==> config.mk <==
export PLATFORM = sky130hd
export DESIGN_NAME = usrx_top
export DESIGN_NICKNAME = d
export VERILOG_FILES = /design/src/usrx_pkg.sv /design/src/usrx_top.sv
export SDC_FILE = /design/constraint.sdc
export NUM_CORES = 1
export LEC_CHECK = 0
export BUFFER_PORTS_ARGS = -buffer_cell sky130_fd_sc_hd__buf_2
export CAP_MARGIN = 20
export CELL_PAD_IN_SITES_DETAIL_PLACEMENT = 1
export CELL_PAD_IN_SITES_GLOBAL_PLACEMENT = 1
export CORE_AREA = 2 2 142 144
export CTS_CLUSTER_SIZE = 40
export DETAILED_ROUTE_END_ITERATION = 8
export DIE_AREA = 0 0 144 146
export GPL_TIMING_DRIVEN = 0
export PLACE_DENSITY = 0.5
export RECOVER_POWER = 25
export REMOVE_ABC_BUFFERS = 1
export SYNTH_ARGS = -nofsm -noshare
export SYNTH_HDL_FRONTEND = slang
export SYNTH_SLANG_ARGS = --single-unit
==> constraint.sdc <==
create_clock -name clock_i -period 4.1 [get_ports clock_i]
set_input_delay 0.615 -clock clock_i [delete_from_list [all_inputs] [get_ports clock_i]]
set_output_delay 0.615 -clock clock_i [all_outputs]
set_load 0.02 [all_outputs]
==> src/usrx_pkg.sv <==
// package for the serial port flags, parity and receiver block
package usrx_pkg;
  localparam int unsigned clk_freq_hz = 20000000;
  localparam logic [2:0] size_nine = 3'h7; // char_size code for nine bits
  localparam logic [4:0] os_normal = 5'h10; // sixteen samples per bit
  localparam logic [4:0] os_double = 5'h08; // eight samples per bit
  localparam logic [4:0] ctr_normal = 5'h08; // first centre sample, normal
  localparam logic [4:0] ctr_double = 5'h04; // first centre sample, double
  localparam logic [1:0] rx_depth = 2'h2;
  localparam logic [3:0] one_bit = 4'h1;

  typedef enum logic [1:0] {
    USRX_IDLE,
    USRX_START,
    USRX_BITS,
    USRX_STOP
  } usrx_state_e;

  // one receive buffer entry with its own error flags
  typedef struct packed {
    logic [8:0] data;
    logic frame_error;
    logic overrun_flag;
    logic parity_error;
  } usrx_entry_s;

  // frame format shared by transmitter and receiver
  typedef struct packed {
    logic [2:0] char_size;
    logic [1:0] parity_mode_sel;
    logic double_speed;
    logic spi_mode;
  } usrx_fmt_s;
endpackage

==> src/usrx_top.sv <==
// serial port transmit flags, parity insertion and full receiver
`timescale 1ns/1ns
module usrx_top
  import usrx_pkg::*;
(
  input wire logic clock_i,
  input wire logic reset_i,
  input wire usrx_fmt_s fmt_i,
  input wire logic tx_enable_i,
  input wire logic rx_enable_i,
  input wire logic spi_master_i,
  input wire logic select_drive_en_i,
  input wire logic global_irq_en_i,
  input wire logic tx_empty_irq_en_i,
  input wire logic tx_done_irq_en_i,
  input wire logic rx_done_irq_en_i,
  input wire logic data_wr_i,
  input wire logic [8:0] data_wr_val_i,
  input wire logic tx_empty_wr_zero_i,
  input wire logic tx_done_wr_zero_i,
  input wire logic tx_done_ack_i,
  input wire logic tx_load_i,
  input wire logic tx_frame_end_i,
  input wire logic tx_busy_i,
  input wire logic sample_tick_i,
  input wire logic rxd_i,
  input wire logic data_rd_i,
  output logic [8:0] tx_data_o,
  output logic tx_parity_o,
  output logic tx_parity_ins_o,
  output logic tx_pin_own_o,
  output logic rx_pin_own_o,
  output logic select_oe_o,
  output logic tx_empty_flag_o,
  output logic tx_done_flag_o,
  output logic rx_done_flag_o,
  output logic tx_empty_irq_o,
  output logic tx_done_irq_o,
  output logic rx_done_irq_o,
  output logic [7:0] rx_data_o,
  output logic rx_ninth_bit_o,
  output logic frame_error_o,
  output logic overrun_flag_o,
  output logic parity_error_o
);

  logic tx_full_reg, tx_empty_reg, tx_done_reg, tx_own_reg;
  logic [8:0] tx_buf_reg, shift_reg;
  logic rxd_s1_reg, rxd_s2_reg, rxd_prev_reg;
  usrx_state_e state_reg;
  logic [4:0] os_cnt_reg;
  logic [1:0] vote_reg, count_reg;
  logic [3:0] bit_cnt_reg;
  logic par_acc_reg, rd_ptr_reg, wr_ptr_reg, ovr_pend_reg;
  usrx_entry_s fifo_reg [0:1];
  logic [3:0] data_bits, total_bits;
  logic [4:0] os_len, ctr_first;
  logic in_centre, last_centre, bit_val, frame_done, buf_full, rd_ok, tx_par;
  usrx_entry_s new_entry, head;

  // transmit holding buffer and its parity
  always_ff @(posedge clock_i)
  begin
    if (reset_i)
    begin
      tx_full_reg <= 1'b0;
      tx_buf_reg <= 9'h000;
    end
    else if (data_wr_i)
    begin
      tx_full_reg <= 1'b1;
      tx_buf_reg <= data_wr_val_i;
    end
    else if (tx_load_i)
      tx_full_reg <= 1'b0;
  end

  // parity spans only the selected data bits; odd mode inverts
  always_comb
  begin
    tx_par = fmt_i.parity_mode_sel[0];
    for (int i = 0; i < 9; i++)
      if (i < int'(data_bits))
        tx_par = tx_par ^ tx_buf_reg[i];
  end

  // tx_empty follows buffer; a written zero also clears, new state wins
  always_ff @(posedge clock_i)
  begin
    if (reset_i)
      tx_empty_reg <= 1'b1;
    else if (data_wr_i)
      tx_empty_reg <= 1'b0;
    else if (tx_load_i)
      tx_empty_reg <= 1'b1;
    else if (tx_empty_wr_zero_i)
      tx_empty_reg <= 1'b0;
  end

  // frame end with the buffer empty and no write sets tx_done, set beats a simultaneous clear
  always_ff @(posedge clock_i)
  begin
    if (reset_i)
      tx_done_reg <= 1'b0;
    else if (tx_frame_end_i && !tx_full_reg && !data_wr_i)
      tx_done_reg <= 1'b1;
    else if (tx_done_ack_i || tx_done_wr_zero_i)
      tx_done_reg <= 1'b0;
  end

  // pin ownership released only once the shifter goes quiet
  always_ff @(posedge clock_i)
  begin
    if (reset_i)
      tx_own_reg <= 1'b0;
    else if (tx_enable_i)
      tx_own_reg <= 1'b1;
    else if (!tx_busy_i && !tx_full_reg)
      tx_own_reg <= 1'b0;
  end

  // two-stage synchroniser, presets high so an idle line reads one
  always_ff @(posedge clock_i)
  begin
    if (reset_i)
    begin
      rxd_s1_reg <= 1'b1;
      rxd_s2_reg <= 1'b1;
      rxd_prev_reg <= 1'b1;
    end
    else
    begin
      rxd_s1_reg <= rxd_i;
      rxd_s2_reg <= rxd_s1_reg;
      if (sample_tick_i)
        rxd_prev_reg <= rxd_s2_reg;
    end
  end

  // frame geometry from the format fields
  always_comb
  begin
    data_bits = (fmt_i.char_size == size_nine) ? 4'h9 : ({1'b0, fmt_i.char_size} + 4'h5);
    total_bits = data_bits + (fmt_i.parity_mode_sel[1] ? one_bit : 4'h0);
    os_len = fmt_i.double_speed ? os_double : os_normal;
    ctr_first = fmt_i.double_speed ? ctr_double : ctr_normal;
    in_centre = (os_cnt_reg >= ctr_first) && (os_cnt_reg <= ctr_first + 5'h02);
    last_centre = os_cnt_reg == ctr_first + 5'h02;
    bit_val = (vote_reg + {1'b0, rxd_s2_reg}) >= 2'h2;
  end

  // oversampling receiver; disabling it drops the frame at once
  always_ff @(posedge clock_i)
  begin
    if (reset_i || !rx_enable_i)
    begin
      state_reg <= USRX_IDLE;
      os_cnt_reg <= 5'h00;
      vote_reg <= 2'h0;
      bit_cnt_reg <= 4'h0;
      shift_reg <= 9'h000;
      par_acc_reg <= 1'b0;
    end
    else if (sample_tick_i)
    begin
      if (state_reg != USRX_IDLE)
      begin
        os_cnt_reg <= (os_cnt_reg == os_len) ? 5'h01 : os_cnt_reg + 5'h01;
        if (os_cnt_reg == os_len)
          vote_reg <= 2'h0;
        else if (in_centre && !last_centre)
          vote_reg <= vote_reg + {1'b0, rxd_s2_reg};
      end
      case (state_reg)
        USRX_IDLE:
          if (rxd_prev_reg && !rxd_s2_reg)
          begin
            state_reg <= USRX_START;
            os_cnt_reg <= 5'h02; // falling edge counts as sample one
            vote_reg <= 2'h0;
          end
        USRX_START:
          if (last_centre)
          begin
            if (bit_val)
              state_reg <= USRX_IDLE; // false start, hunt again
            else
            begin
              state_reg <= USRX_BITS;
              bit_cnt_reg <= 4'h0;
              par_acc_reg <= fmt_i.parity_mode_sel[0];
            end
          end
        USRX_BITS:
          if (last_centre)
          begin
            if (bit_cnt_reg < data_bits)
              shift_reg[bit_cnt_reg] <= bit_val;
            par_acc_reg <= par_acc_reg ^ bit_val; // data and parity bits, zero when parity agrees
            bit_cnt_reg <= bit_cnt_reg + one_bit;
            if (bit_cnt_reg + one_bit == total_bits)
              state_reg <= USRX_STOP;
          end
        USRX_STOP:
          if (last_centre)
            state_reg <= USRX_IDLE;
        default:
          state_reg <= USRX_IDLE;
      endcase
    end
  end

  // completion on the first stop bit centre
  always_comb
  begin
    frame_done = sample_tick_i && rx_enable_i && (state_reg == USRX_STOP) && last_centre;
    buf_full = count_reg == rx_depth;
    rd_ok = data_rd_i && (count_reg != 2'h0);
    new_entry.data = shift_reg;
    if (fmt_i.char_size != size_nine)
      new_entry.data[8] = 1'b0;
    new_entry.frame_error = !bit_val && !fmt_i.spi_mode; // stop bit majority
    new_entry.overrun_flag = ovr_pend_reg && !fmt_i.spi_mode;
    new_entry.parity_error = fmt_i.parity_mode_sel[1] && par_acc_reg && !fmt_i.spi_mode;
    head = fifo_reg[rd_ptr_reg];
  end

  // overrun: a lost frame marks the next stored entry until a read
  always_ff @(posedge clock_i)
  begin
    if (reset_i || !rx_enable_i)
      ovr_pend_reg <= 1'b0;
    else if (frame_done && buf_full && !rd_ok)
      ovr_pend_reg <= 1'b1;
    else if (frame_done)
      ovr_pend_reg <= 1'b0; // mark handed over to the entry just stored
  end

  // two-entry receive buffer with its error flags per entry
  always_ff @(posedge clock_i)
  begin
    if (reset_i || !rx_enable_i)
    begin
      rd_ptr_reg <= 1'b0;
      wr_ptr_reg <= 1'b0;
      count_reg <= 2'h0;
    end
    else
    begin
      if (frame_done && (!buf_full || rd_ok))
      begin
        fifo_reg[wr_ptr_reg] <= new_entry;
        wr_ptr_reg <= ~wr_ptr_reg;
      end
      if (rd_ok)
        rd_ptr_reg <= ~rd_ptr_reg;
      if (frame_done && !buf_full && !rd_ok)
        count_reg <= count_reg + 2'h1;
      else if (rd_ok && !frame_done)
        count_reg <= count_reg - 2'h1;
    end
  end

  // outputs registered from the live state
  always_ff @(posedge clock_i)
  begin
    if (reset_i)
    begin
      tx_data_o <= 9'h000;
      tx_parity_o <= 1'b0;
      tx_parity_ins_o <= 1'b0;
      tx_pin_own_o <= 1'b0;
      rx_pin_own_o <= 1'b0;
      select_oe_o <= 1'b0;
      tx_empty_flag_o <= 1'b1;
      tx_done_flag_o <= 1'b0;
      rx_done_flag_o <= 1'b0;
      tx_empty_irq_o <= 1'b0;
      tx_done_irq_o <= 1'b0;
      rx_done_irq_o <= 1'b0;
      rx_data_o <= 8'h00;
      rx_ninth_bit_o <= 1'b0;
      frame_error_o <= 1'b0;
      overrun_flag_o <= 1'b0;
      parity_error_o <= 1'b0;
    end
    else
    begin
      tx_data_o <= tx_buf_reg;
      tx_parity_o <= tx_par;
      tx_parity_ins_o <= fmt_i.parity_mode_sel[1];
      tx_pin_own_o <= tx_own_reg;
      rx_pin_own_o <= rx_enable_i;
      select_oe_o <= fmt_i.spi_mode && spi_master_i && select_drive_en_i;
      tx_empty_flag_o <= tx_empty_reg;
      tx_done_flag_o <= tx_done_reg;
      rx_done_flag_o <= count_reg != 2'h0;
      tx_empty_irq_o <= tx_empty_reg && tx_empty_irq_en_i && global_irq_en_i;
      tx_done_irq_o <= tx_done_reg && tx_done_irq_en_i && global_irq_en_i;
      rx_done_irq_o <= (count_reg != 2'h0) && rx_done_irq_en_i && global_irq_en_i;
      rx_data_o <= head.data[7:0];
      rx_ninth_bit_o <= head.data[8] && (count_reg != 2'h0);
      frame_error_o <= head.frame_error && (count_reg != 2'h0) && !fmt_i.spi_mode;
      overrun_flag_o <= head.overrun_flag && (count_reg != 2'h0) && !fmt_i.spi_mode;
      parity_error_o <= head.parity_error && (count_reg != 2'h0) && fmt_i.parity_mode_sel[1];
    end
  end
endmodule

==> impl_metrics.env, run 1 <==
export IMPL_numCtsBuffers=9
export IMPL_syn_inst=425
export IMPL_cpPeakStageDelay_ns=0.67
export IMPL_yosysTopAreaCell="dfxtp_1"
export IMPL_synth_area_mm2=0.00439
export IMPL_finalInstanceArea_mm2=0.00531
export IMPL_min_from="rxd_s1_reg$_SDFF_PP1_"
export IMPL_rsz0062_at_grt="false"
export IMPL_clock_skew_ns=0.00794
export IMPL_drc_errors=0
export IMPL_dr_pass1_iters=4
export IMPL_path_cells="buf_2 -> inv_1 -> ha_1 -> nand2_1 -> nor4b_4 -> nand4_1 -> nor4_2 -> buf_4"
export IMPL_syn_avg_cell_area_um2=10.3
export IMPL_first_global_vias=3391
export IMPL_root_buffer="clkbuf_16"
export IMPL_viasPerCell=4.23
export IMPL_status="finished clean"
export IMPL_worst_ep_required_time_ns=4.15
export IMPL_synth_most_common_cell="dfxtp_1"
export IMPL_muxShareOfSynthArea_pct=6.24
export IMPL_fin_nets=541
export IMPL_total_power_mw=2.02
export IMPL_initial_core_util_pct=22.7
export IMPL_r2r_setup_slack_ns=1.00
export IMPL_dpl_cell_area_mm2=0.00500
export IMPL_peakVddDrop_mv=0.171
export IMPL_worst_slew_pin_slew_ns=0.875
export IMPL_crit_slowest_cell="nor4_2"
export IMPL_whs_path_depth=1
export IMPL_cts_sinks=101
export IMPL_dpl_hpwl_mm=7.49
export IMPL_hold_path_endpoint="rxd_s2_reg$_SDFF_PP1_"
export IMPL_cts_resized=0
export IMPL_timing_rr_start="os_cnt_reg[2]$_SDFFE_PP0P_"
export IMPL_p_clk_share_pct=40.5
export IMPL_vias=3212
export IMPL_grt_use_total_pct=10.4
export IMPL_crit_fanout=8
export IMPL_core_mm2=0.0193
export IMPL_finalCritPeriodShare_pct=76.3
export IMPL_power_frac_seq_pct=51.5
export IMPL_die_area_mm2=0.0210
export IMPL_ys_seq_elements=101
export IMPL_wl_met3_um=300
export IMPL_ys_warn_count=0
export IMPL_fp_dieH_um=146
export IMPL_grt_max_degree=46
export IMPL_clock_fmax_ghz=0.319
export IMPL_fillers=2226
export IMPL_ys_top_cells_by_count="77 x dfxtp_1, 51 x nor2_1, 26 x a21oi_1"
export IMPL_clk_latency_ns=0.35
export IMPL_worst_path_dominant_cell_family="simple AND/OR/NAND/NOR gates"
export IMPL_endpoint_kind="register"
export IMPL_worst_hold_path_type="register to register"
export IMPL_largest_reg_flops=24
export IMPL_critPathKind="input pin to register"
export IMPL_num_rows=51
export IMPL_cts_hold_buf=0
export IMPL_htree_num_levels=3
export IMPL_dr_wl_met2_mm=5.11
export IMPL_wl_per_cell_um=13.8
export IMPL_clk_path_buf_depth=2
export IMPL_wirelength_mm=10.5
export IMPL_hold_violations=0
export IMPL_topRoutingLayerUsed="met4"
export IMPL_critical_path_buf_inv_count=3
export IMPL_p_int_mw=1.52
export IMPL_grt_ovfl_total=0
export IMPL_drv_slew=0
export IMPL_leakagePower_nw=2.15
export IMPL_drtIter0Drc=193
export IMPL_setup_violations=0
export IMPL_synthXorXnorAreaFrac_pct=4.39
export IMPL_r2r_cells=6
export IMPL_wl_met1_mm=4.97
export IMPL_ant_nets=0
export IMPL_seq_area_frac_synth_pct=51.5
export IMPL_drv_cap=0
export IMPL_cts_clk_slew_worst_paths_ns=0.07
export IMPL_synth_edff_count=24
export IMPL_async_reset_ff_share_pct=0
export IMPL_slew_headroom_pct=41.6
export IMPL_p_comb_share_pct=7.9
export IMPL_synth_top_cells_by_area="dfxtp_1 35%, edfxtp_1 16%, mux2i_1 5.5%"
export IMPL_cts_tree="yes"
export IMPL_power_switching_share_pct=24.7
export IMPL_p_sw_mw=0.500
export IMPL_portBuffers=67
export IMPL_gp_congestion=0.735
export IMPL_ys_types=55
export IMPL_min_period_ns=3.13
export IMPL_syn_to_final_growth_pct=21.0
export IMPL_antenna_found_initial=0
export IMPL_grt_pass1_wl_mm=17.3
export IMPL_ios=68
export IMPL_cp_arrival_ns=3.18
export IMPL_power_density_mw_per_mm2=380
export IMPL_ys_flop_type="dfxtp_1"
export IMPL_final_layout_size_suffix_gt1_share_pct=19.6
export IMPL_netlist_area_leader_share_pct=35.1
export IMPL_yosys_area_share_simple_pct=18.7
export IMPL_post_cts_buffers=0
export IMPL_n_antenna_cell=0
export IMPL_synth_compound_area_share_pct=11.6
export IMPL_r2r_end="fifo_reg[0][10]$_DFFE_PP_"
export IMPL_cp_start_kind="input pin"
export IMPL_synth_top_family_by_area="simple AND/OR/NAND/NOR gates"
export IMPL_die_w_um=144
export IMPL_synth_fa_ha_area_share_pct=4.56
## cell usage in the layout, fill, tap and decap left out, types with 6 or more instances in the layout
cell type / synthesis / final
nand2b_1: 8 / 8
edfxtp_1: 24 / 24
buf_2: 4 / 66
xor2_1: 6 / 6
mux2i_1: 24 / 24
xnor2_1: 11 / 11
o21ai_0: 16 / 16
clkbuf_16: 0 / 9
nor2_1: 51 / 51
dfxtp_1: 77 / 77
nor2b_1: 21 / 21
a21oi_1: 26 / 26
ha_1: 16 / 16
and3_1: 13 / 13
nand2_1: 14 / 14
o21bai_1: 6 / 6
inv_1: 17 / 17
## power groups by stage
stage	sequential [mW]	clock, mW	combinational (mW)
floorplan	1.07	0	0.0838
global placement	1.06	0	0.155
detailed placement	1.06	0	0.160
CTS	1.04	0.857	0.161
global route	1.04	0.894	0.180
finish	1.04	0.820	0.160
## per-stage QoR
step           TNS, ns  std cells  setup slack [ns]  util (%)  hold slack, ns
2_1_floorplan        0        408             0.651         -           0.389
3_3_place_gp     -6.02        740            -0.502      25.8           0.392
3_5_place_dp         0        741             0.416      25.9           0.395
4_1_cts              0        757             0.783      27.3           0.412
5_1_grt              0        759             0.696      27.5           0.438
6_report             0        759             0.970      27.5           0.412
## per-layer routing
metal	track usage (%)	up-vias
met4	2.65	0
li1	-	1632
met1	12.7	1535
met2	18.0	38
met5	0	-
met3	2.83	7
## cells by family after synthesis
group / Yosys count
AOI/OAI and AO/OA: 79
and+or+nand+nor: 149
xor gates and xnor gates: 19
DFF: 101
muxes: 27
buffers and inverters: 34
adders and majority gates: 16
## layout make-up
class                      count  area, µm²  share of cell area, %
clock buffer                  11        233                   4.38
clock inverter                 5       45.0                  0.848
inverter                      17       63.8                   1.20
multi-input combinational    290       2000                   37.7
sequential                   101       2260                   42.6
tap                          265        332                   6.24
timing repair buffer          70        374                   7.04
## how the worst max path moves through the flow
stage / startpoint / endpoint / slack (ns) / cells after the start
floorplan: fmt_i[1] / fifo_reg[0][0]$_DFFE_PP_ / 0.65 / 6
global placement: fmt_i[1] / fifo_reg[0][11]$_DFFE_PP_ / -0.50 / 7
detailed placement: reset_i / fifo_reg[1][11]$_DFFE_PP_ / 0.42 / 4
CTS: reset_i / fifo_reg[1][10]$_DFFE_PP_ / 0.78 / 4
global route: fmt_i[1] / fifo_reg[0][10]$_DFFE_PP_ / 0.70 / 8
finish: fmt_i[1] / fifo_reg[0][10]$_DFFE_PP_ / 0.97 / 8
(Power assumes the default switching activity.)
==> run 2, diff against run 1 <==
- ABC_AREA: unset -> 1
- CORE_AREA: 2 2 142 144 -> 2 2 140 142
- DIE_AREA: 0 0 144 146 -> 0 0 142 144
- PLACE_DENSITY: 0.5 -> 0.52
- clock period: 4.1 -> 3 ns (I/O delays scaled with it)
==> impl_metrics.env, run 2 <==
export IMPL_ys_seq_elements=101
export IMPL_clock_fmax_ghz=0.377
export IMPL_synth_edff_count=24
export IMPL_numCtsBuffers=9
export IMPL_fin_nets=645
export IMPL_ys_top_cells_by_count="99 x nand2_1, 85 x nor2_1, 77 x dfxtp_1"
export IMPL_grt_use_total_pct=10.8
export IMPL_slew_headroom_pct=54.3
export IMPL_synth_top_cells_by_area="dfxtp_1 36%, edfxtp_1 17%, nand2_1 8.6%"
export IMPL_first_global_vias=3549
export IMPL_clock_skew_ns=0.00682
export IMPL_cts_hold_buf=0
export IMPL_ios=68
export IMPL_setup_violations=0
export IMPL_fillers=2272
export IMPL_synth_area_mm2=0.00430
export IMPL_wl_per_cell_um=12.7
export IMPL_hold_violations=0
export IMPL_leakagePower_nw=2.35
export IMPL_crit_fanout=23
export IMPL_drv_cap=0
export IMPL_viasPerCell=4.23
export IMPL_synth_most_common_cell="nand2_1"
export IMPL_num_rows=51
export IMPL_cts_tree="yes"
export IMPL_ant_nets=0
export IMPL_worst_hold_path_type="input pin to register"
export IMPL_netlist_area_leader_share_pct=35.9
export IMPL_cp_arrival_ns=2.64
export IMPL_crit_slowest_cell="nor2_2"
export IMPL_vias=3534
export IMPL_min_period_ns=2.65
export IMPL_worst_ep_required_time_ns=2.99
export IMPL_htree_num_levels=3
export IMPL_antenna_found_initial=0
export IMPL_cts_clk_slew_worst_paths_ns=0.07
export IMPL_grt_pass1_wl_mm=17.4
export IMPL_die_area_mm2=0.0204
export IMPL_status="finished clean"
export IMPL_power_density_mw_per_mm2=575
export IMPL_rsz0062_at_grt="false"
export IMPL_grt_max_degree=24
export IMPL_cpPeakStageDelay_ns=0.54
export IMPL_async_reset_ff_share_pct=0
export IMPL_portBuffers=67
export IMPL_dr_pass1_iters=4
export IMPL_syn_to_final_growth_pct=22.2
export IMPL_dpl_hpwl_mm=7.97
export IMPL_critPathKind="input pin to register"
export IMPL_setup_tns_ns=0
export IMPL_fp_dieH_um=144
export IMPL_final_layout_size_suffix_gt1_share_pct=16.1
export IMPL_n_antenna_cell=0
export IMPL_syn_avg_cell_area_um2=8.23
export IMPL_seq_area_frac_synth_pct=52.6
export IMPL_die_w_um=142
export IMPL_mostFrequentLayoutCell="nand2_1"
export IMPL_peakVddDrop_mv=0.237
export IMPL_core_mm2=0.0191
export IMPL_clk_path_buf_depth=2
export IMPL_drv_slew=0
export IMPL_total_power_mw=3.02
export IMPL_cp_start_kind="input pin"
export IMPL_worst_slew_pin_slew_ns=0.684
export IMPL_largest_reg_flops=24
export IMPL_ys_warn_count=0
export IMPL_ys_types=39
export IMPL_endpoint_kind="register"
export IMPL_gp_congestion=0.791
export IMPL_drtIter0Drc=127
export IMPL_clk_latency_ns=0.36
export IMPL_ys_flop_type="dfxtp_1"
export IMPL_r2r_setup_slack_ns=0.45
export IMPL_drc_errors=0
export IMPL_root_buffer="clkbuf_16"
export IMPL_layout_common_cells="99 x nand2_1, 84 x nor2_1, 77 x dfxtp_1"
export IMPL_grt_ovfl_total=0
export IMPL_initial_core_util_pct=22.5
export IMPL_wirelength_mm=10.6
export IMPL_syn_inst=522
export IMPL_cts_sinks=101
export IMPL_finalCritPeriodShare_pct=88.4
export IMPL_path_cells="buf_2 -> nor2_1 -> buf_4 -> inv_1 -> or2_1 -> nor2_2"
export IMPL_hold_ws_ns=0.276
export IMPL_yosysTopAreaCell="dfxtp_1"
export IMPL_utilization_pct=27.5
run 2: changes by cell type in the layout (fill, tap and decap cells not counted), moves of 11 or more:
| cell | before | now |
|---|---|---|
| o21ai_0 | 16 | 31 |
| nor2_1 | 51 | 84 |
| mux2i_1 | 24 | 0 |
| and3_1 | 13 | 2 |
| nor2b_1 | 21 | 0 |
| nand3_1 | 5 | 23 |
| inv_1 | 17 | 67 |
| nand2_1 | 14 | 99 |
run 2: what timing repair did:
| action | CTS | global route |
|---|---|---|
| resized for setup | 1 | 0 |
| buffers inserted | 0 | 0 |
| endpoints found under the setup margin | 12 | 0 |
run 2: area by class of cell:
class	count	area, µm²	area share [%]
clock buffers	11	243	4.62
clock inverters	5	106	2.02
inverters	71	267	5.07
multi-input cells	341	1730	32.9
flip-flops and latches	101	2260	43.1
well taps	238	298	5.67
repair buffers	69	350	6.67
run 2: worst max-delay path: cells and delay by family:
kind	cells	cell delay, ns
simple gates	3	1.37
buf+inv	3	0.80
run 2: stage by stage:
stage | cell area, µm² | cells | worst slack, ns
2_1_floorplan | 4250 | 513 | 0.478
3_3_place_gp | 4890 | 818 | -1.06
3_5_place_dp | 4890 | 819 | -0.413
4_1_cts | 5250 | 835 | 0.256
5_1_grt | 5250 | 836 | 0.0750
6_report | 5250 | 836 | 0.348
run 2: cells by family after synthesis:
group / share of synthesized area [%]
fa+ha+maj: 4.66
flops: 52.6
simple gates: 22.9
xor+xnor: 2.24
compound gates: 10.3
buf+inv: 7.25
run 2: path summary, 6_finish.rpt:
| path | start | to | depth (start not counted) |
|---|---|---|---|
| setup / recovery | reset_i | fifo_reg[0][11]$_DFFE_PP_ | 6 |
| hold / removal | rxd_i | rxd_s1_reg$_SDFF_PP1_ | 2 |
| setup reg to reg | os_cnt_reg[2]$_SDFFE_PP0P_ | fifo_reg[0][11]$_DFFE_PP_ | 8 |
| hold reg to reg | rxd_s1_reg$_SDFF_PP1_ | rxd_s2_reg$_SDFF_PP1_ | 1 |
run 2: report_power, final:
group	total, mW	internal, mW	switching, mW	leakage (nW)
combinational	0.217	0.0760	0.142	1.33
clock	1.38	0.842	0.535	0.166
sequential	1.43	1.42	0.0105	0.855
run 2: routing by layer:
layer / routed length, µm / track usage, %
met1: 4950 / 13.4
met5: 0 / 0
met2: 5230 / 18.5
met4: 161 / 3.63
met3: 305 / 2.65
==> run 3, diff against run 2 <==
- CORE_AREA: 2 2 140 142 -> 2 2 135 137
- DIE_AREA: 0 0 142 144 -> 0 0 137 139
- PLACE_DENSITY: 0.52 -> 0.55
- RECOVER_POWER: 25 -> 50
==> impl_metrics.env, run 3 (synthesis results as in run 2) <==
export IMPL_grt_util_met3_pct=2.74
export IMPL_fp_dieH_um=139
export IMPL_drv_slew=0
export IMPL_endpoint_kind="register"
export IMPL_grt_use_total_pct=12.0
export IMPL_met1_usage_pct=14.4
export IMPL_htree_num_levels=3
export IMPL_hold_violations=0
export IMPL_n_antenna_cell=0
export IMPL_cp_start_kind="input pin"
export IMPL_root_buffer="clkbuf_16"
export IMPL_peakVddDrop_mv=0.244
export IMPL_fillers=2174
export IMPL_finalCritPeriodShare_pct=87.8
export IMPL_utilization_pct=29.2
export IMPL_grt_pass1_wl_mm=17.9
export IMPL_p_sw_mw=0.688
export IMPL_worst_hold_path_type="input pin to register"
export IMPL_worst_slew_pin_slew_ns=0.736
export IMPL_final_layout_size_suffix_gt1_share_pct=10.4
export IMPL_initial_core_util_pct=24.3
export IMPL_min_period_ns=2.63
export IMPL_clk_path_buf_depth=2
export IMPL_wl_per_cell_um=12.9
export IMPL_path_cells="buf_2 -> nor2_1 -> buf_4 -> inv_1 -> or2_1 -> nor2_2"
export IMPL_core_mm2=0.0177
export IMPL_crit_fanout=23
export IMPL_first_global_vias=3692
export IMPL_drtIter0Drc=82
export IMPL_status="finished clean"
export IMPL_drv_cap=0
export IMPL_fin_cells=828
export IMPL_antenna_found_initial=0
export IMPL_power_switching_share_pct=24.4
export IMPL_rsz0062_at_grt="false"
export IMPL_cp_arrival_ns=2.61
export IMPL_die_area_mm2=0.0190
export IMPL_p_int_mw=2.14
export IMPL_grt_max_degree=24
export IMPL_cpPeakStageDelay_ns=0.57
export IMPL_ant_nets=0
export IMPL_met2_usage_pct=21.1
export IMPL_vias=3550
export IMPL_cts_sinks=101
export IMPL_dpl_hpwl_mm=8.11
export IMPL_slew_headroom_pct=50.9
export IMPL_clk_latency_ns=0.35
export IMPL_cts_tree="yes"
export IMPL_syn_to_final_growth_pct=19.9
export IMPL_fin_nets=646
export IMPL_mostFrequentLayoutCell="nand2_1"
export IMPL_numCtsBuffers=9
export IMPL_wirelength_mm=10.7
export IMPL_clock_skew_ns=0.0112
export IMPL_power_frac_seq_pct=50.5
export IMPL_worst_path_dominant_cell_family="simple AND/OR/NAND/NOR gates"
export IMPL_leakagePower_nw=2.20
export IMPL_p_clk_share_pct=42.0
export IMPL_setup_violations=0
export IMPL_num_rows=49
export IMPL_critPathKind="input pin to register"
export IMPL_dpl_cell_count=812
export IMPL_setup_tns_ns=0
export IMPL_largest_reg_flops=24
export IMPL_viasPerCell=4.29
export IMPL_die_w_um=137
export IMPL_worst_ep_required_time_ns=2.98
export IMPL_layout_common_cells="100 x nand2_1, 85 x nor2_1, 77 x dfxtp_1"
export IMPL_critical_path_buf_inv_count=3
export IMPL_cts_clk_slew_worst_paths_ns=0.07
export IMPL_gp_congestion=0.746
export IMPL_clock_fmax_ghz=0.380
export IMPL_ios=68
export IMPL_p_comb_share_pct=7.5
export IMPL_crit_slowest_cell="nor2_2"
export IMPL_cts_hold_buf=0
export IMPL_busiest_layer="met2"
export IMPL_portBuffers=67
export IMPL_dr_pass1_iters=4
export IMPL_grt_ovfl_total=0
export IMPL_drc_errors=0
export IMPL_post_cts_buffers=0
export IMPL_cts_resized=0
export IMPL_power_density_mw_per_mm2=548
-- run 3: final timing paths --
check	cells after the start	endpoint	startpoint	slack, ns
worst min-delay path	2	rxd_s1_reg$_SDFF_PP1_	rxd_i	0.28
worst min register to register	1	rxd_s2_reg$_SDFF_PP1_	rxd_s1_reg$_SDFF_PP1_	0.41
worst max register to register	8	fifo_reg[0][6]$_DFFE_PP_	os_cnt_reg[2]$_SDFFE_PP0P_	0.42
worst max-delay path	6	fifo_reg[0][6]$_DFFE_PP_	reset_i	0.37
-- run 3: power groups by stage --
stage / clock network [mW] / registers [mW] / logic (mW)
floorplan: 0 / 1.48 / 0.112
global placement: 0 / 1.46 / 0.213
CTS: 1.23 / 1.43 / 0.223
detailed placement: 0 / 1.46 / 0.222
finish: 1.19 / 1.43 / 0.212
global route: 1.29 / 1.43 / 0.245
-- run 3: cell type report --
type | instances | area [µm²] | share of cell area [%]
Clock buffer | 9 | 225 | 4.37
Clock inverter | 7 | 72.6 | 1.41
Inverter | 71 | 267 | 5.17
Multi-Input combinational cell | 341 | 1720 | 33.4
Sequential cell | 101 | 2260 | 43.9
Tap cell | 229 | 287 | 5.56
Timing Repair Buffer | 70 | 319 | 6.19
-- run 3: per-layer routing --
metal  routed length (µm)  vias to the layer above
li1                     -                     1823
met1                 4910                     1687
met2                 5390                       31
met3                  268                        9
met4                  133                        0
met5                    0                        -
-- run 3: worst reg2reg max path: stages (launching register included) --
cell and delay [ns]:
dfxtp_1 0.38, ha_1 0.33, nand2_1 0.08, nor2_1 0.19, nand3_1 0.21, inv_2 0.13, o21ai_1 0.08, or2_1 0.24
nor2_2 0.57
-- run 3: per-stage QoR --
step | power (mW) | instance area (µm²) | setup WS, ns | hold slack (ns)
after CTS | 2.88 | 5200 | 0.258 | 0.266
after global routing | 2.96 | 5150 | 0.128 | 0.271
after detailed placement | 1.68 | 4900 | -0.107 | 0.398
after global placement | 1.67 | 4870 | -1.16 | 0.395
after floorplan | 1.59 | 4250 | 0.478 | 0.389
final | 2.82 | 5150 | 0.367 | 0.278
